--- config.mk ---
export PLATFORM = sky130hd
export DESIGN_NAME = lcdpg_top
export DESIGN_NICKNAME = d
export VERILOG_FILES = /design/src/verilog/lcdpg_pkg.sv /design/src/verilog/lcdpg_top.sv
export SDC_FILE = /design/constraint.sdc
export NUM_CORES = 1
export LEC_CHECK = 0
export ABC_CLOCK_PERIOD_IN_PS = 4700
export BUFFER_PORTS_ARGS = -buffer_cell sky130_fd_sc_hd__buf_4
export CAP_MARGIN = 25
export CELL_PAD_IN_SITES_DETAIL_PLACEMENT = 0
export CELL_PAD_IN_SITES_GLOBAL_PLACEMENT = 1
export CORE_UTILIZATION = 41
export CTS_BUF_LIST = sky130_fd_sc_hd__clkbuf_8
export DETAILED_ROUTE_END_ITERATION = 8
export PLACE_DENSITY = 0.89
export SKIP_CTS_REPAIR_TIMING = 1
export SLEW_MARGIN = 20
export SYNTH_ARGS = -nofsm -noshare
export SYNTH_HDL_FRONTEND = slang
export SYNTH_SLANG_ARGS = --single-unit
--- constraint.sdc ---
create_clock -name pclk -period 4.7 [get_ports pclk]
set_clock_uncertainty 0.1 [all_clocks]
set_input_delay 0.47 -clock pclk [delete_from_list [all_inputs] [get_ports pclk]]
set_output_delay 0.47 -clock pclk [all_outputs]
set_load 0.05 [all_outputs]
--- src/verilog/lcdpg_pkg.sv ---
// Package for the LCD shared port group: register map, resets and pin carrier
package lcdpg_pkg;

    // Bus address width and data width
    localparam int unsigned LCDPG_AW = 11;
    localparam int unsigned LCDPG_DW = 32;

    // Register indices; the byte address is four times the index
    localparam logic [8:0] IDX_PORT_D_DATA = 9'h008;
    localparam logic [8:0] IDX_PORT_E_DATA = 9'h009;
    localparam logic [8:0] IDX_PORT_D_DIR  = 9'h088;
    localparam logic [8:0] IDX_PORT_E_DIR  = 9'h089;
    localparam logic [8:0] IDX_PORT_F_DATA = 9'h107;
    localparam logic [8:0] IDX_PORT_G_DATA = 9'h108;
    localparam logic [8:0] IDX_GRP_ENABLE  = 9'h10d;
    localparam logic [8:0] IDX_PORT_F_DIR  = 9'h187;
    localparam logic [8:0] IDX_PORT_G_DIR  = 9'h188;

    // Reset values
    localparam logic [7:0] DATA_RST = 8'h00;
    localparam logic [7:0] DIR_RST  = 8'hff;
    localparam logic [7:0] GRP_RST  = 8'hff;

    // Group enable bit positions, named by first segment of the group
    localparam int unsigned GRP_SEG0_BIT  = 0;
    localparam int unsigned GRP_SEG5_BIT  = 1;
    localparam int unsigned GRP_SEG9_BIT  = 2;
    localparam int unsigned GRP_SEG12_BIT = 3;
    localparam int unsigned GRP_SEG16_BIT = 4;
    localparam int unsigned GRP_SEG20_BIT = 5;
    localparam int unsigned GRP_SEG27_BIT = 6;
    localparam int unsigned GRP_SEG29_BIT = 7;

    // Number of bidirectional pins on the first port
    localparam int unsigned BIDIR_PINS = 5;

    // Port selector
    typedef enum logic [1:0] {
        PORT_D = 2'b00,
        PORT_E = 2'b01,
        PORT_F = 2'b10,
        PORT_G = 2'b11
    } lcdpg_port_e;

    // One bit per pin of the four ports
    typedef struct packed {
        logic [7:0] g;
        logic [7:0] f;
        logic [7:0] e;
        logic [7:0] d;
    } lcdpg_pins_s;

    // Segment number carried by a flat pin index (port * 8 + bit)
    function automatic int unsigned lcdpg_seg_of_pin(input int unsigned p);
        int unsigned s;
        s = 0;
        if (p < 5)       s = p;
        else if (p < 8)  s = p + 24;
        else if (p < 15) s = p - 3;
        else if (p < 16) s = 27;
        else if (p < 24) s = p - 4;
        else if (p < 31) s = p - 4;
        else             s = 28;
        return s;
    endfunction

    // Group bit that owns a segment
    function automatic int unsigned lcdpg_grp_of_seg(input int unsigned s);
        int unsigned g;
        g = GRP_SEG29_BIT;
        if (s < 5)       g = GRP_SEG0_BIT;
        else if (s < 9)  g = GRP_SEG5_BIT;
        else if (s < 12) g = GRP_SEG9_BIT;
        else if (s < 16) g = GRP_SEG12_BIT;
        else if (s < 20) g = GRP_SEG16_BIT;
        else if (s < 27) g = GRP_SEG20_BIT;
        else if (s < 29) g = GRP_SEG27_BIT;
        return g;
    endfunction

endpackage

--- src/verilog/lcdpg_top.sv ---
// LCD shared port group: four ports, direction and data latches, pin group enable
`timescale 1ns/1ps

module lcdpg_top
    import lcdpg_pkg::*;
(
    // Clock, reset, enable
    input  wire logic                pclk,
    input  wire logic                presetn,
    input  wire logic                clk_en,
    // APB slave
    input  wire logic                psel,
    input  wire logic                penable,
    input  wire logic                pwrite,
    input  wire logic [LCDPG_AW-1:0] paddr,
    input  wire logic [LCDPG_DW-1:0] pwdata,
    input  wire logic [3:0]          pstrb,
    output logic      [LCDPG_DW-1:0] prdata,
    output logic                     pready,
    output logic                     pslverr,
    // Pins
    input  wire lcdpg_pins_s         pin_in,
    output logic      [4:0]          pin_d_out,
    output logic      [4:0]          pin_d_oe,
    // LCD waveforms and pin steering
    input  wire logic [31:0]         seg_wave,
    input  wire logic [2:0]          com_wave,
    input  wire logic                com_mode,
    output lcdpg_pins_s              lcd_en,
    output lcdpg_pins_s              lcd_level
);

    // Byte addresses
    localparam logic [LCDPG_AW-1:0] ADDR_PD = {IDX_PORT_D_DATA, 2'b00};
    localparam logic [LCDPG_AW-1:0] ADDR_PE = {IDX_PORT_E_DATA, 2'b00};
    localparam logic [LCDPG_AW-1:0] ADDR_PF = {IDX_PORT_F_DATA, 2'b00};
    localparam logic [LCDPG_AW-1:0] ADDR_PG = {IDX_PORT_G_DATA, 2'b00};
    localparam logic [LCDPG_AW-1:0] ADDR_TD = {IDX_PORT_D_DIR, 2'b00};
    localparam logic [LCDPG_AW-1:0] ADDR_TE = {IDX_PORT_E_DIR, 2'b00};
    localparam logic [LCDPG_AW-1:0] ADDR_TF = {IDX_PORT_F_DIR, 2'b00};
    localparam logic [LCDPG_AW-1:0] ADDR_TG = {IDX_PORT_G_DIR, 2'b00};
    localparam logic [LCDPG_AW-1:0] ADDR_SE = {IDX_GRP_ENABLE, 2'b00};

    // Register storage
    logic [7:0] data_latch [4];
    logic [7:0] dir_reg    [4];
    logic [7:0] grp;

    // Address decode
    logic        hit_data;
    logic        hit_dir;
    logic        hit_grp;
    logic        hit;
    lcdpg_port_e sel_port;

    assign hit_data = (paddr == ADDR_PD) || (paddr == ADDR_PE)
                   || (paddr == ADDR_PF) || (paddr == ADDR_PG);
    assign hit_dir  = (paddr == ADDR_TD) || (paddr == ADDR_TE)
                   || (paddr == ADDR_TF) || (paddr == ADDR_TG);
    assign hit_grp  = (paddr == ADDR_SE);
    assign hit      = hit_data || hit_dir || hit_grp;

    assign sel_port = ((paddr == ADDR_PD) || (paddr == ADDR_TD)) ? PORT_D :
                      ((paddr == ADDR_PE) || (paddr == ADDR_TE)) ? PORT_E :
                      ((paddr == ADDR_PF) || (paddr == ADDR_TF)) ? PORT_F :
                                                                   PORT_G;

    // Bus phases
    logic setup_ph;
    logic wr_take;

    assign setup_ph = psel && !penable;
    assign wr_take  = psel && penable && pready && pwrite && pstrb[0] && hit;

    // Read data: data registers return the pin levels, not the latch
    logic [7:0] pin_port [4];
    logic [7:0] rd_byte;

    assign pin_port[PORT_D] = pin_in.d;
    assign pin_port[PORT_E] = pin_in.e;
    assign pin_port[PORT_F] = pin_in.f;
    assign pin_port[PORT_G] = pin_in.g;

    assign rd_byte = hit_data ? pin_port[sel_port] :
                     hit_dir  ? dir_reg[sel_port]  :
                     hit_grp  ? grp                :
                                8'h00;

    // APB answer: one access cycle, data captured in setup
    logic                next_pready;
    logic [LCDPG_DW-1:0] next_prdata;
    logic                next_pslverr;

    assign next_pready  = setup_ph;
    assign next_prdata  = (setup_ph && !pwrite) ? {24'h000000, rd_byte} : prdata;
    assign next_pslverr = setup_ph && !hit;

    always_ff @(posedge pclk or negedge presetn)
    begin
        if (!presetn)
        begin
            pready  <= 1'b0;
            prdata  <= '0;
            pslverr <= 1'b0;
        end
        else if (clk_en)
        begin
            pready  <= next_pready;
            prdata  <= next_prdata;
            pslverr <= next_pslverr;
        end
    end

    // Register writes; a write stores the whole byte into the latch
    always_ff @(posedge pclk or negedge presetn)
    begin
        if (!presetn)
        begin
            for (int i = 0; i < 4; i++)
            begin
                data_latch[i] <= DATA_RST;
                dir_reg[i]    <= DIR_RST;
            end
            grp <= GRP_RST;
        end
        else if (clk_en && wr_take)
        begin
            if (hit_data)
                data_latch[sel_port] <= pwdata[7:0];
            else if (hit_dir)
                dir_reg[sel_port] <= pwdata[7:0];
            else
                grp <= pwdata[7:0];
        end
    end

    // Per-pin LCD ownership and waveform
    logic [31:0] next_lcd_en;
    logic [31:0] next_lcd_level;

    genvar p;
    generate
        for (p = 0; p < 32; p++)
        begin : g_pin
            localparam int unsigned SEG = lcdpg_seg_of_pin(p);
            localparam int unsigned GB  = lcdpg_grp_of_seg(SEG);
            // Group bit owns this pin's segment
            assign next_lcd_en[p] = grp[GB];
            if (p >= 5 && p <= 7)
            begin : g_com
                // Port D high pins carry commons in multiplex mode
                assign next_lcd_level[p] = com_mode ? com_wave[7-p]
                                                    : seg_wave[SEG];
            end
            else
            begin : g_seg
                assign next_lcd_level[p] = seg_wave[SEG];
            end
        end
    endgenerate

    // Port D low pins: driver only when digital and direction says output
    logic [4:0] next_d_oe;
    logic [4:0] next_d_out;

    assign next_d_oe  = grp[GRP_SEG0_BIT] ? 5'h00
                                          : ~dir_reg[PORT_D][BIDIR_PINS-1:0];
    assign next_d_out = data_latch[PORT_D][BIDIR_PINS-1:0];

    always_ff @(posedge pclk or negedge presetn)
    begin
        if (!presetn)
        begin
            pin_d_oe  <= 5'h00;
            pin_d_out <= 5'h00;
            lcd_en    <= '1;
            lcd_level <= '0;
        end
        else if (clk_en)
        begin
            pin_d_oe  <= next_d_oe;
            pin_d_out <= next_d_out;
            lcd_en    <= next_lcd_en;
            lcd_level <= next_lcd_level;
        end
    end

    // Checks

    AST_D_OE_GATED: assert property (
        @(posedge pclk) disable iff (!presetn)
        (pin_d_oe != 5'h00) |-> !$past(grp[GRP_SEG0_BIT]))
        else $error("port D driver on while its group is LCD");

    AST_D_OE_DIR: assert property (
        @(posedge pclk) disable iff (!presetn)
        (clk_en && !grp[GRP_SEG0_BIT]) |=> (pin_d_oe == ~$past(dir_reg[PORT_D][4:0])))
        else $error("port D enable does not follow direction");

    AST_D_LCD: assert property (
        @(posedge pclk) disable iff (!presetn)
        (clk_en && grp[GRP_SEG0_BIT]) |=> (lcd_en.d[4:0] == 5'h1f) && (pin_d_oe == 5'h00))
        else $error("port D low pins not on LCD");

    AST_GRP_RESET: assert property (
        @(posedge pclk) disable iff (!presetn)
        !$past(presetn) |-> (grp == GRP_RST) && (lcd_en == '1))
        else $error("group enable not all ones after reset");

    AST_PORT_RESET: assert property (
        @(posedge pclk) disable iff (!presetn)
        !$past(presetn) |-> (data_latch[PORT_E] == DATA_RST) && (dir_reg[PORT_G] == DIR_RST))
        else $error("port registers wrong after reset");

    AST_PORT_F: assert property (
        @(posedge pclk) disable iff (!presetn)
        (clk_en && !grp[GRP_SEG12_BIT] && !grp[GRP_SEG16_BIT]) |=> (lcd_en.f == 8'h00))
        else $error("port F not released");

    AST_PORT_E: assert property (
        @(posedge pclk) disable iff (!presetn)
        (clk_en && !grp[GRP_SEG27_BIT] && !grp[GRP_SEG5_BIT] && !grp[GRP_SEG9_BIT])
        |=> (lcd_en.e == 8'h00) && !lcd_en.g[7])
        else $error("port E or G7 not released");

    AST_PORT_G: assert property (
        @(posedge pclk) disable iff (!presetn)
        (clk_en && !grp[GRP_SEG27_BIT] && !grp[GRP_SEG20_BIT])
        |=> (lcd_en.g == 8'h00) && !lcd_en.e[7])
        else $error("port G or E7 not released");

    AST_D_COM: assert property (
        @(posedge pclk) disable iff (!presetn)
        (presetn && clk_en && grp[GRP_SEG29_BIT] && com_mode)
        |=> (lcd_en.d[7:5] == 3'b111) && (lcd_level.d[7] == $past(com_wave[0])))
        else $error("port D high pins not carrying commons");

    AST_RD_PINS: assert property (
        @(posedge pclk) disable iff (!presetn)
        (clk_en && setup_ph && !pwrite && (paddr == ADDR_PF))
        |=> pready && (prdata[7:0] == $past(pin_in.f)))
        else $error("port read does not return pin levels");

    AST_WR_LATCH: assert property (
        @(posedge pclk) disable iff (!presetn)
        (clk_en && wr_take && (paddr == ADDR_PG))
        |=> (data_latch[PORT_G] == $past(pwdata[7:0])))
        else $error("port write not stored in latch");

endmodule // lcdpg_top

Word-level counts from Yosys, hierarchy flattened

Cells that the tools add are included.

Bits of input ports: 121
Output and inout port bits: 108
Register bits: 151
Logic and storage cells: 85

Bitwise operators: 4
Reductions and logical operators: 28
Order comparisons: 2
Eq/ne operators: 9
Multiplexer cells: 20

Operator list:

| cell                                                | number |
|---|---|
| bitwise mux 32 bit                                  | 2 |
| 2-to-1 mux 8 bit                                    | 8 |
| == test 11 bit (second input constant)              | 5 |
| binary-select mux 8 bit (select 2 bit)              | 2 |
| == test 11 x 10 -> 1 bit (second input constant)    | 2 |
| == test 11 x 6 -> 1 bit (second input constant)     | 2 |
| demux 8 bit (select 2 bit)                          | 1 |
| logical OR 1 bit                                    | 11 |
| logical AND 1 bit                                   | 10 |
| AND reduction 3 bit                                 | 2 |
| 2-to-1 mux 5 bit                                    | 1 |
| inverter 5 bit                                      | 1 |
| 2-to-1 mux 1 bit                                    | 4 |
| 2-to-1 mux 2 bit                                    | 2 |
| AND reduction 2 bit                                 | 2 |
| >= comparator 3 bit (second input constant)         | 1 |
| logical NOT 1 bit                                   | 3 |
| < comparator 3 x 1 -> 1 bit (second input constant) | 1 |
| inverter 2 -> 3 bit                                 | 1 |
| inverter 1 bit                                      | 2 |

Depth between registers and ports, before layout

Gate-level depths: netlist (run 1).

Word-level depth: 11
Mapped depth: 7
Mapped depth without buffers: 5

Least setup slack after synthesis (run 1)

Ideal clock, no wire load.

Path type: register -> register
Start point: reg pready
End point: reg data_latch[24] in the netlist's numbering
Cell stages (with the launch flop): 7
Path buffers: 1
Data arrival time: 1924 ps
Required time: 4475 ps
Path slack: 2551 ps
Library setup time: 125 ps
Clock period less this slack: 2149 ps
Path through: dfrtp_1 > nand4_1 > nor2_1 > nand2_2 > or4_4 > buf_6 > mux2_4

Longest elaborated chain between the ends: 6

RTL lines:

| what                                 | line             | RTL |
|---|---|---|
| from (decl)                          | lcdpg_top.sv:19  | `output logic pready,` |
| from (signal assigned)               | lcdpg_top.sv:108 | `pready <= next_pready;` |
| logical AND 1 bit (4 in series)      | lcdpg_top.sv:73  | `assign wr_take = psel && penable && pready && pwrite && pstrb[0] && hit;` |
| logical AND 1 bit                    | lcdpg_top.sv:126 | `else if (clk_en && wr_take)` |
| AND reduction 2 bit (no source line) | --               |  |
| to (signal, indexed assignment)      | lcdpg_top.sv:129 | `data_latch[sel_port] <= pwdata[7:0];` |
| to (decl)                            | lcdpg_top.sv:45  | `logic [7:0] data_latch [4];` |

Every way passes these cells.
A chain may end at the register's enable or synchronous reset.

Final worst setup path (run 1)

Start point: in paddr[3]
End point: reg dir_reg[3] in the netlist's numbering

Longest elaborated chain between the ends: 11
Elaborated cells on any way between the ends: 34
Those cells by class: order compare (2); eq/ne (9); mux (6); bitwise (2); reduce/logical (15)

RTL lines:

| what                                                                                            | line                                              | RTL |
|---|---|---|
| from (decl)                                                                                     | lcdpg_top.sv:15                                   | `input wire logic [LCDPG_AW-1:0] paddr,` |
| == test 11 bit (on tied branches)                                                               | lcdpg_top.sv:57, lcdpg_top.sv:65, lcdpg_top.sv:59 |  |
| logical OR 1 bit                                                                                | lcdpg_top.sv:65                                   | `((paddr == ADDR_PF) \|\| (paddr == ADDR_TF)) ? PORT_F :` |
| 2-to-1 mux 1 bit                                                                                | lcdpg_top.sv:65                                   |  |
| 2-to-1 mux 2 bit                                                                                | lcdpg_top.sv:64                                   | `((paddr == ADDR_PE) \|\| (paddr == ADDR_TE)) ? PORT_E :` |
| 2-to-1 mux 2 bit                                                                                | lcdpg_top.sv:63                                   | `assign sel_port = ((paddr == ADDR_PD) \|\| (paddr == ADDR_TD)) ? PORT_D :` |
| inverter 2 -> 3 bit (not written as such)                                                       | lcdpg_top.sv:131                                  | `dir_reg[sel_port] <= pwdata[7:0];` |
| >= comparator 3 bit (not written as such) / < comparator 3 x 1 -> 1 bit (equally long branches) | lcdpg_top.sv:131                                  |  |
| logical AND 1 bit (not written as such)                                                         | lcdpg_top.sv:131                                  |  |
| 2-to-1 mux 8 bit (not written as such)                                                          | lcdpg_top.sv:131                                  |  |
| demux 8 bit (select 2 bit)                                                                      | lcdpg_top.sv:131                                  |  |
| bitwise mux 32 bit                                                                              | lcdpg_top.sv:131                                  |  |
| to (signal, indexed assignment)                                                                 | lcdpg_top.sv:131                                  |  |
| to (decl)                                                                                       | lcdpg_top.sv:46                                   | `logic [7:0] dir_reg [4];` |

Several ways; a longest one is shown, not always the timed one.

==> metrics.csv, run 1 <==
metric;value;unit
outcome;finished clean;
cts_max_level;3;
reg2regPathDepth;5;
layout_common_cells;buf_4 (180), mux2_2 (76), dfrtp_1 (57);
comb_power_share;20.4;%
r2r-start;pready$_DFFE_PN0P_;
placedInstanceArea;6420;um2
fin_nets;666;
fin_cells;722;
worst_slew_pin_slew;1.07;ns
dieHeight;115;um
firstDrtPassIters;4;
grt_start_max_net_pins;69;
power.density;275;nW/um2
dp_slack;1.65;ns
start_kind;primary input;
synth_mux_area_share;24.3;%
final_common_cell;buf_4;
routed_wl;12000;um
synth_edf_count;0;
p_leak;3.12;nW
root_buffer;clkbuf_8;
cp_top_family;simple AND/OR/NAND/NOR gates;
syn_area;5270;um2
cts.reportedPaths.clkPinSlew;0.09;ns
synth_xor_area_share;0;%
swShare;30.2;%
synth_cell_types;49;
cts_buffers;9;
cts_buffer_depth;2;
numPlacedInstances;706;
tns;0;ns
avgSynthCellArea;13.1;um2
synth_top_family_by_area;multiplexers;
max_freq;375;MHz
synth_simple_gate_area_share;6.36;%
clock_power_share;27.1;%
track_usage;18.8;%
seq_area_frac_synth;51.0;%
ir_worst_vdd;0.000218;V
insertion_delay;0.36;ns
areaGrowthSynthToFinish;25.1;%
crit_type;in2reg;
path_depth;5;
ys_seq_elements;105;
dieArea;13300;um2
seqPwrFrac;52.6;%
hold_viol;0;
crit_fanout;11;
cap_violations;0;
crit_chain;buf_4 -> nor2b_1 -> a22oi_1 -> nand4bb_1 -> mux2_2;
ant_nets;0;
drtIter0Drc;157;
rows;41;
rsz0062_at_grt;false;
grt_pass1_wl;18800;um
vias;3657;
gp_congestion;0.804;
diodes;0;
stdcell_area;6590;um2
wl_per_cell;16.6;um
route.detailed.drc;0;
synth-compound-area-share;8.38;%
coreArea;12600;um2
switching_power;0.000548;W
antenna_found_initial;0;
critPathMaxStageDelay;0.68;ns
clkSinkCount;105;
grt_pass1_vias;3613;
cp_slowest_cell;nand4bb_1;
n_fill_cell;1100;
reg2reg_setup_slack;2.59;ns
fin_util;52.4;%
rr_endpoint;dir_reg[18]$_DFFE_PN1P_;
num_io_pins;229;
fin_crit_sh;56.8;%
cts_tree;done;
crit_required;4.89;ns
synth_fa_ha_area_share;0;%
vias_per_cell;5.07;
yosys_warnings;0;
path_buf_inv;1;
port_buffers;177;
ys.flop_type;dfrtp_1;
die_w;115;um
timing.final.ws_setup;2.03;ns
arrival;2.86;ns
start_util;41.9;%
fin_crit;2.67;ns
end_kind;register;
grt_overflow;0;
p_int;0.00127;W
netlist_instances;403;
hpwl;8740;um
slew_violations;0;
maxSlewHeadroom;28.6;%
min_path_type;in2async;
drive_gt1_share;62.9;%
async_flop_share;100;%
setup_viol;0;
==> through the flow <==
stage          power (W)  hold WS [ns]
2_1_floorplan    0.00120        0.0744
3_3_place_gp     0.00133         0.390
3_5_place_dp     0.00134         0.395
4_1_cts          0.00184         0.120
5_1_grt          0.00190         0.158
6_report         0.00181         0.105
==> area by class of cell <==
type                       count  area [um2]  area share [%]
sequential                   105        2690            40.8
multi-input combinational    243        2150            32.6
timing repair buffer         180        1350            20.5
tap                          172         215            3.26
clock buffer                  10         138            2.09
clock inverter                 6        28.8           0.437
inverter                       6        22.5           0.342
==> logic make-up after synthesis <==
| family | after synthesis |
|---|---|
| buffers and inverters | 78 |
| other | 1 |
| AND/OR/NAND/NOR | 51 |
| flip-flops | 105 |
| AO/OA/AOI/OAI | 60 |
| multiplexers | 108 |
==> layer usage <==
layer / global-route usage (%) / wire length, um / vias up / share of wire (%)
met3: 4.90 / 860 / 12 / 7.2
li1: - / - / 1690 / -
met1: 23.5 / 4950 / 1815 / 41
met2: 32.1 / 6100 / 140 / 51
met4: 4.85 / 104 / 0 / 0.87
met5: 0 / 0 / - / 0
==> cell usage after synthesis, types with 7 or more instances <==
library cell	n	area (um2)
mux2_2	76	856
dfrtp_1	57	1430
buf_4	50	375
dfstp_2	48	1260
mux2_4	21	315
nand2_1	14	52.6
mux2i_1	11	110
o21ai_0	10	50.1
o2bb2ai_1	8	70.1
a22oi_1	7	52.6
buf_2	7	35.0
nor2_1	7	26.3
==> how the worst max path moves through the flow <==
stage                       startpoint                          to
floorplan           pready$_DFFE_PN0P_  data_latch[24]$_DFFE_PN0P_
global placement              paddr[2]      dir_reg[3]$_DFFE_PN1P_
detailed placement            paddr[3]      dir_reg[3]$_DFFE_PN1P_
CTS                           paddr[3]      dir_reg[3]$_DFFE_PN1P_
global route                  paddr[3]      dir_reg[3]$_DFFE_PN1P_
finish                        paddr[3]      dir_reg[3]$_DFFE_PN1P_
==> worst reg2reg max path, cell delays in order, from the launching register on <==
cell and delay (ns):
dfrtp_1 0.38, nand4_1 0.10, nor2_1 0.34, nand2_2 0.11, or3_1 0.62, mux2_4 0.40
==> power by group through the flow <==
stage	sequential (W)	clock [W]	combinational [W]
final	0.000953	0.000491	0.000370
after global routing	0.000957	0.000550	0.000392
after CTS	0.000954	0.000513	0.000374
after detailed placement	0.000969	0	0.000374
after global placement	0.000967	0	0.000368
after floorplan	0.00108	0	0.000125
Power figures use the tool's default switching activity.
==> run 2: changes to the inputs <==
--- a/config.mk
+++ b/config.mk
@@ -5,15 +5,16 @@
 export SDC_FILE = /design/constraint.sdc
 export NUM_CORES = 1
 export LEC_CHECK = 0
-export ABC_CLOCK_PERIOD_IN_PS = 4700
+export ABC_AREA = 1
+export ABC_CLOCK_PERIOD_IN_PS = 2300
 export BUFFER_PORTS_ARGS = -buffer_cell sky130_fd_sc_hd__buf_4
 export CAP_MARGIN = 25
 export CELL_PAD_IN_SITES_DETAIL_PLACEMENT = 0
 export CELL_PAD_IN_SITES_GLOBAL_PLACEMENT = 1
-export CORE_UTILIZATION = 41
+export CORE_UTILIZATION = 32
 export CTS_BUF_LIST = sky130_fd_sc_hd__clkbuf_8
 export DETAILED_ROUTE_END_ITERATION = 8
-export PLACE_DENSITY = 0.89
+export PLACE_DENSITY = 0.81
 export SKIP_CTS_REPAIR_TIMING = 1
 export SLEW_MARGIN = 20
 export SYNTH_ARGS = -nofsm -noshare
==> constraint.sdc (replaced) <==
create_clock -name pclk -period 2.3 [get_ports pclk]
set_clock_uncertainty 0.1 [all_clocks]
set_input_delay 0.23 -clock pclk [delete_from_list [all_inputs] [get_ports pclk]]
set_output_delay 0.23 -clock pclk [all_outputs]
set_load 0.05 [all_outputs]
==> run 2 against run 1 <==
Against the previous run: die area increased by 33%; sequential share of layout area fell by 4.7 points; via count up 34%; count of clock-buffer cells in the layout unchanged; sequential cell count stayed put; synthesized cell count rose by 75%.
==> metrics.csv, run 2 <==
metric;value;unit;change
outcome;finished clean;;
fin_crit;1.95;ns;
vias_per_cell;4.35;;-14%
die_w;133;um;+15%
async_flop_share;100;%;unchanged
port_buffers;177;;unchanged
wl_per_cell;13.5;um;-19%
drive_gt1_share;32.7;%;-30 points
fin_crit_sh;84.6;%;
fin_cells;1124;;+56%
grt_start_max_net_pins;56;;-19%
gp_congestion;0.778;;-3.2%
start_kind;register;;
maxSlewHeadroom;58.1;%;+29 points
cts_tree;done;;
antenna_found_initial;0;;unchanged
syn_area;5510;um2;+4.5%
diodes;0;;unchanged
grt_overflow;0;;unchanged
layout_common_cells;nand2_1 (274), buf_4 (195), nand3_1 (57), dfrtp_1 (57), inv_1 (54);;
crit_type;reg2reg;;
critPathMaxStageDelay;0.53;ns;-0.15 ns
setup_viol;0;;unchanged
power.density;542;nW/um2;+97%
synth.area.top_cells;dfrtp_1 (26%), dfstp_2 (23%), nand2_1 (19%), buf_4 (6.7%), nand3_1 (5.2%);;
start_util;33.0;%;-9.0 points
route.detailed.drc;0;;unchanged
cts_buffers;9;;unchanged
synth_most_common_cell;nand2_1;;
synth_commonest_cells;nand2_1 (274), dfrtp_1 (57), nand3_1 (57);;
firstDrtPassIters;7;;+3
worst_slew_pin_slew;0.626;ns;-0.445 ns
cts_buffer_depth;2;;unchanged
avgSynthCellArea;7.81;um2;-40%
max_freq;514;MHz;
cp_top_family;simple AND/OR/NAND/NOR gates;;
ant_nets;0;;unchanged
cap_violations;0;;unchanged
synth_edf_count;0;;unchanged
drtIter0Drc;296;;+89%
hpwl;11000;um;+26%
rows;47;;+15%
slew_violations;0;;unchanged
ir_worst_vdd;0.000367;V;+69%
seq_area_frac_synth;48.8;%;-2.2 points
n_fill_cell;1745;;+59%
root_buffer;clkbuf_8;;
crit_required;2.49;ns;-2.40 ns
rsz0062_at_grt;false;;
synth_cell_types;33;;-33%
end_kind;register;;
yosys_warnings;0;;unchanged
vias;4891;;+34%
areaGrowthSynthToFinish;35.3;%;
grt_pass1_vias;4524;;+25%
numPlacedInstances;1070;;+52%
fin_nets;1020;;+53%
synth_top_area_share;25.9;%;-1.2 points
ys_seq_elements;105;;unchanged
crit_fanout;16;;+5
clkSinkCount;105;;unchanged
min_path_type;in2reg;;
coreArea;16700;um2;+33%
routed_wl;15200;um;+26%
path_buf_inv;0;;-1
dieArea;17700;um2;+33%
final_common_cell;nand2_1;;
synth_top_area_cell;dfrtp_1;;
ys.flop_type;dfrtp_1;;
hold_viol;0;;unchanged
crit_chain;nand4_1 -> nor3_2 -> nand3_1 -> o21ai_0;;
insertion_delay;0.38;ns;+0.02 ns
netlist_instances;705;;+75%
cts.reportedPaths.clkPinSlew;0.10;ns;about the same
grt_pass1_wl;23700;um;+26%
arrival;2.14;ns;-0.72 ns
cts_max_level;3;;unchanged
cp_slowest_cell;nand3_1;;
track_usage;17.0;%;-1.7 points
dieHeight;133;um;+15%
num_io_pins;229;;unchanged
tns;0;ns;unchanged
p_leak;3.86;nW;+24%
run 2: cell count changes after synthesis, sizes merged, moves of 8 or more:
cell     before  now
nand3         4   60
o21a          0    8
mux2         97    0
mux2i        11    0
inv           6   57
o21ai        11   50
or2           1   16
clkbuf        6   16
o2bb2ai       8    0
nor2          7   31
nand2        15  279
run 2: worst reg2reg max path, stage by stage (launching register included):
cell	delay [ns]
dfrtp_1	0.40
nand4_1	0.12
nor3_2	0.37
nand3_1	0.53
o21ai_0	0.36
run 2: worst paths after layout:
| path | startpoint | endpoint | slack (ns) | depth (start not counted) |
|---|---|---|---|---|
| setup / recovery | pready$_DFFE_PN0P_ | grp[4]$_DFFE_PN1P_ | 0.35 | 4 |
| hold / removal | com_wave[0] | lcd_level[7]$_DFFE_PN0P_ | 0.03 | 3 |
| setup reg to reg | pready$_DFFE_PN0P_ | grp[4]$_DFFE_PN1P_ | 0.35 | 4 |
| hold reg to reg | lcd_level[10]$_DFFE_PN0P_ | lcd_level[10]$_DFFE_PN0P_ | 0.38 | 2 |
| max in group asynchronous | presetn | dir_reg[7]$_DFFE_PN1P_ | 1.05 | 3 |
| min in group asynchronous | presetn | lcd_level[0]$_DFFE_PN0P_ | 0.26 | 2 |
run 2: power by group:
group | internal (W) | switching (W) | leakage, nW | total [W]
registers | 0.00193 | 0.0000458 | 1.22 | 0.00198
logic | 0.000334 | 0.000646 | 2.56 | 0.000979
clock network | 0.000424 | 0.000656 | 0.0848 | 0.00108
run 2: layout make-up:
| cell class | instances | area (um2) | area share (%) |
|---|---|---|---|
| clock buffer | 10 | 138 | 1.85 |
| clock inverter | 6 | 42.5 | 0.571 |
| inverter | 58 | 218 | 2.92 |
| multi-input combinational | 490 | 2200 | 29.6 |
| sequential | 105 | 2690 | 36.1 |
| tap | 220 | 275 | 3.69 |
| timing repair buffer | 235 | 1880 | 25.3 |
run 2: cells by family after synthesis:
group,Yosys count,synth area share (%)
compound gates,67,7.00
simple gates,399,31.4
buf+inv,133,12.7
flops,105,48.8
other cells,1,0.0681
run 2: metal layers:
metal | vias up | global-route usage [%] | wire, um
met5 | - | 0 | 0
met4 | 0 | 4.23 | 153
met3 | 12 | 3.35 | 634
met2 | 105 | 27.7 | 7260
met1 | 2266 | 23.3 | 7120
li1 | 2508 | - | -
run 2: metrics by stage:
stage | cell area (um2) | util, % | setup slack, ns | hold WS (ns) | power, W
2_1_floorplan | 5590 | - | 0.418 | -0.166 | 0.00260
3_3_place_gp | 6890 | 41.2 | 0.204 | 0.138 | 0.00294
3_5_place_dp | 6890 | 41.2 | 0.181 | 0.145 | 0.00295
4_1_cts | 7070 | 42.3 | 0.335 | -0.289 | 0.00405
5_1_grt | 7450 | 44.6 | 0.170 | 0.0357 | 0.00424
6_report | 7450 | 44.6 | 0.354 | 0.0333 | 0.00404
==> run 3: changes to the inputs <==
--- a/config.mk
+++ b/config.mk
@@ -6,15 +6,15 @@
 export NUM_CORES = 1
 export LEC_CHECK = 0
 export ABC_AREA = 1
-export ABC_CLOCK_PERIOD_IN_PS = 2300
+export ABC_CLOCK_PERIOD_IN_PS = 1900
 export BUFFER_PORTS_ARGS = -buffer_cell sky130_fd_sc_hd__buf_4
 export CAP_MARGIN = 25
 export CELL_PAD_IN_SITES_DETAIL_PLACEMENT = 0
 export CELL_PAD_IN_SITES_GLOBAL_PLACEMENT = 1
-export CORE_UTILIZATION = 32
+export CORE_UTILIZATION = 35
 export CTS_BUF_LIST = sky130_fd_sc_hd__clkbuf_8
 export DETAILED_ROUTE_END_ITERATION = 8
-export PLACE_DENSITY = 0.81
+export PLACE_DENSITY = 0.84
 export SKIP_CTS_REPAIR_TIMING = 1
 export SLEW_MARGIN = 20
 export SYNTH_ARGS = -nofsm -noshare
==> constraint.sdc (replaced) <==
create_clock -name pclk -period 1.9 [get_ports pclk]
set_clock_uncertainty 0.1 [all_clocks]
set_input_delay 0.19 -clock pclk [delete_from_list [all_inputs] [get_ports pclk]]
set_output_delay 0.19 -clock pclk [all_outputs]
set_load 0.05 [all_outputs]
==> run 3 against run 2 <==
Against the previous run: sequential power rose by 21%; wire length fell by 2.0%; die area fell by 8.4%; combinational power rose by 23%; global-route usage rose by 1.4 points; register-to-register slack got worse by 0.18 ns.
==> metrics.csv, run 3 (synthesis results as in run 2) <==
metric;value;unit;change
cp-endpoint;dir_reg[2]$_DFFE_PN1P_;;
grt_pass1_vias;4692;;+3.7%
reg2reg_setup_slack;0.18;ns;-0.18 ns
cts.reportedPaths.clkPinSlew;0.11;ns;about the same
cap_violations;0;;unchanged
layout_common_cells;nand2_1 (274), buf_4 (205), nand3_1 (57), dfrtp_1 (57), inv_1 (54);;
fin_util;50.3;%;+5.7 points
cts_tree;done;;
seqPwrFrac;47.8;%;-1.2 points
crit_required;2.11;ns;-0.38 ns
routed_wl;14900;um;-2.0%
route.detailed.drc;0;;unchanged
slew_violations;0;;unchanged
gp_congestion;0.766;;-1.5%
ant_nets;0;;unchanged
fin_crit;1.72;ns;-0.221 ns
diodes;0;;unchanged
swShare;32.7;%;-0.71 points
rows;45;;-4.3%
n_fill_cell;1531;;-12%
outcome;finished clean;;
reg2regPathDepth;7;;+3
path_depth;7;;+3
firstDrtPassIters;4;;-3
vias;4991;;+2.0%
port_buffers;177;;unchanged
path_buf_inv;1;;+1
max_freq;580;MHz;+13%
p_leak;3.98;nW;+2.9%
ir_worst_vdd;0.000348;V;-5.1%
arrival;1.93;ns;-0.21 ns
start_kind;register;;
crit_type;reg2reg;;
clkSinkCount;105;;unchanged
vias_per_cell;4.41;;+1.2%
areaGrowthSynthToFinish;39.3;%;
grt_overflow;0;;unchanged
timing.final.ws_setup;0.175;ns;-0.179 ns
rsz0062_at_grt;false;;
dp_slack;-0.0182;ns;-0.199 ns
dieHeight;127;um;-4.3%
crit_fanout;16;;unchanged
crit_chain;nand4_1 -> nor3_2 -> nand2_4 -> nor3_4 -> buf_12 -> nor2_1 -> a21oi_1;;
cp_slowest_cell;dfrtp_1;;
grt_start_max_net_pins;46;;-18%
fin_nets;1038;;+1.8%
rr_endpoint;dir_reg[2]$_DFFE_PN1P_;;
setup_viol;0;;unchanged
switching_power;0.00164;W;+21%
power.density;653;nW/um2;+20%
r2r-start;pready$_DFFE_PN0P_;;
wl_per_cell;13.1;um;-2.8%
critPathMaxStageDelay;0.39;ns;-0.14 ns
drive_gt1_share;33.8;%;+1.1 points
cp_top_family;simple AND/OR/NAND/NOR gates;;
hold_viol;0;;unchanged
hpwl;10800;um;-1.9%
min_path_type;in2reg;;
cts_max_level;3;;unchanged
drtIter0Drc;248;;-16%
p_int;0.00337;W;+25%
dieArea;16200;um2;-8.4%
antenna_found_initial;0;;unchanged
cts_buffer_depth;2;;unchanged
root_buffer;clkbuf_8;;
cts_buffers;9;;unchanged
setup.worst_path.start;pready$_DFFE_PN0P_;;
coreArea;15300;um2;-8.6%
grt_pass1_wl;23500;um;-0.90%
track_usage;18.4;%;+1.4 points
insertion_delay;0.38;ns;about the same
start_util;36.1;%;+3.1 points
fin_crit_sh;90.8;%;+6.2 points
final_common_cell;nand2_1;;
die_w;127;um;-4.3%
end_kind;register;;
comb_power_share;23.9;%;-0.4 points
clock_power_share;28.3;%;+1.5 points
hold_slack;0.00883;ns;-0.0245 ns
num_io_pins;229;;unchanged
-- run 3: cell types whose count changed in the layout (fill, tap and decap cells not counted), sizes merged --
cell	previous run	this run
clkinvlp	3	2
bufinv	0	1
inv	58	59
dlygate4sd3	38	40
clkbuf	10	9
buf	197	213
-- run 3: power groups by stage --
| stage | registers, W | clock network (W) | logic [W] |
|---|---|---|---|
| 2_1_floorplan | 0.00278 | 0 | 0.000369 |
| 4_1_cts | 0.00239 | 0.00148 | 0.00114 |
| 3_3_place_gp | 0.00243 | 0 | 0.00113 |
| 6_report | 0.00239 | 0.00142 | 0.00120 |
| 5_1_grt | 0.00241 | 0.00156 | 0.00128 |
| 3_5_place_dp | 0.00243 | 0 | 0.00114 |
-- run 3: cell type report --
class / instances / area, um2 / area share (%)
clock inverters: 7 / 76.3 / 0.995
clock buffers: 9 / 124 / 1.61
well taps: 211 / 264 / 3.44
flip-flops and latches: 105 / 2690 / 35.0
repair buffers: 253 / 2100 / 27.4
inverters: 58 / 218 / 2.84
multi-input cells: 490 / 2200 / 28.7
-- run 3: metal layers --
layer	part of all wire [%]	track usage (%)
met3	4.4	3.60
met2	48	30.6
met4	1.3	4.76
met1	46	24.6
met5	0	0
-- run 3: how the worst min path moves through the flow --
stage | from | to | slack [ns] | cells after the start
finish | penable | pslverr$_DFFE_PN0P_ | 0.009 | 4
global route | penable | pslverr$_DFFE_PN0P_ | 0.02 | 4
CTS | presetn | pin_d_oe[0]$_DFFE_PN0P_ | -0.36 | 1
detailed placement | presetn | lcd_level[0]$_DFFE_PN0P_ | 0.07 | 1
global placement | presetn | lcd_level[0]$_DFFE_PN0P_ | 0.07 | 1
floorplan | presetn | data_latch[24]$_DFFE_PN0P_ | -0.21 | 0
-- run 3: worst reg2reg max path, cell delays in order, from the launching register on --
cell,delay [ns]
dfrtp_1,0.39
nand4_1,0.11
nor3_2,0.38
nand2_4,0.17
nor3_4,0.18
buf_12,0.17
nor2_1,0.05
a21oi_1,0.11
-- run 3: stage by stage --
| step | setup TNS [ns] | cell area, um2 | total power, W | instances |
|---|---|---|---|---|
| 2_1_floorplan | 0 | 5590 | 0.00315 | 728 |
| 6_report | 0 | 7670 | 0.00501 | 1133 |
| 3_5_place_dp | -0.0428 | 7070 | 0.00357 | 1077 |
| 4_1_cts | 0 | 7270 | 0.00502 | 1093 |
| 3_3_place_gp | -0.00949 | 7070 | 0.00356 | 1077 |
| 5_1_grt | 0 | 7670 | 0.00524 | 1133 |
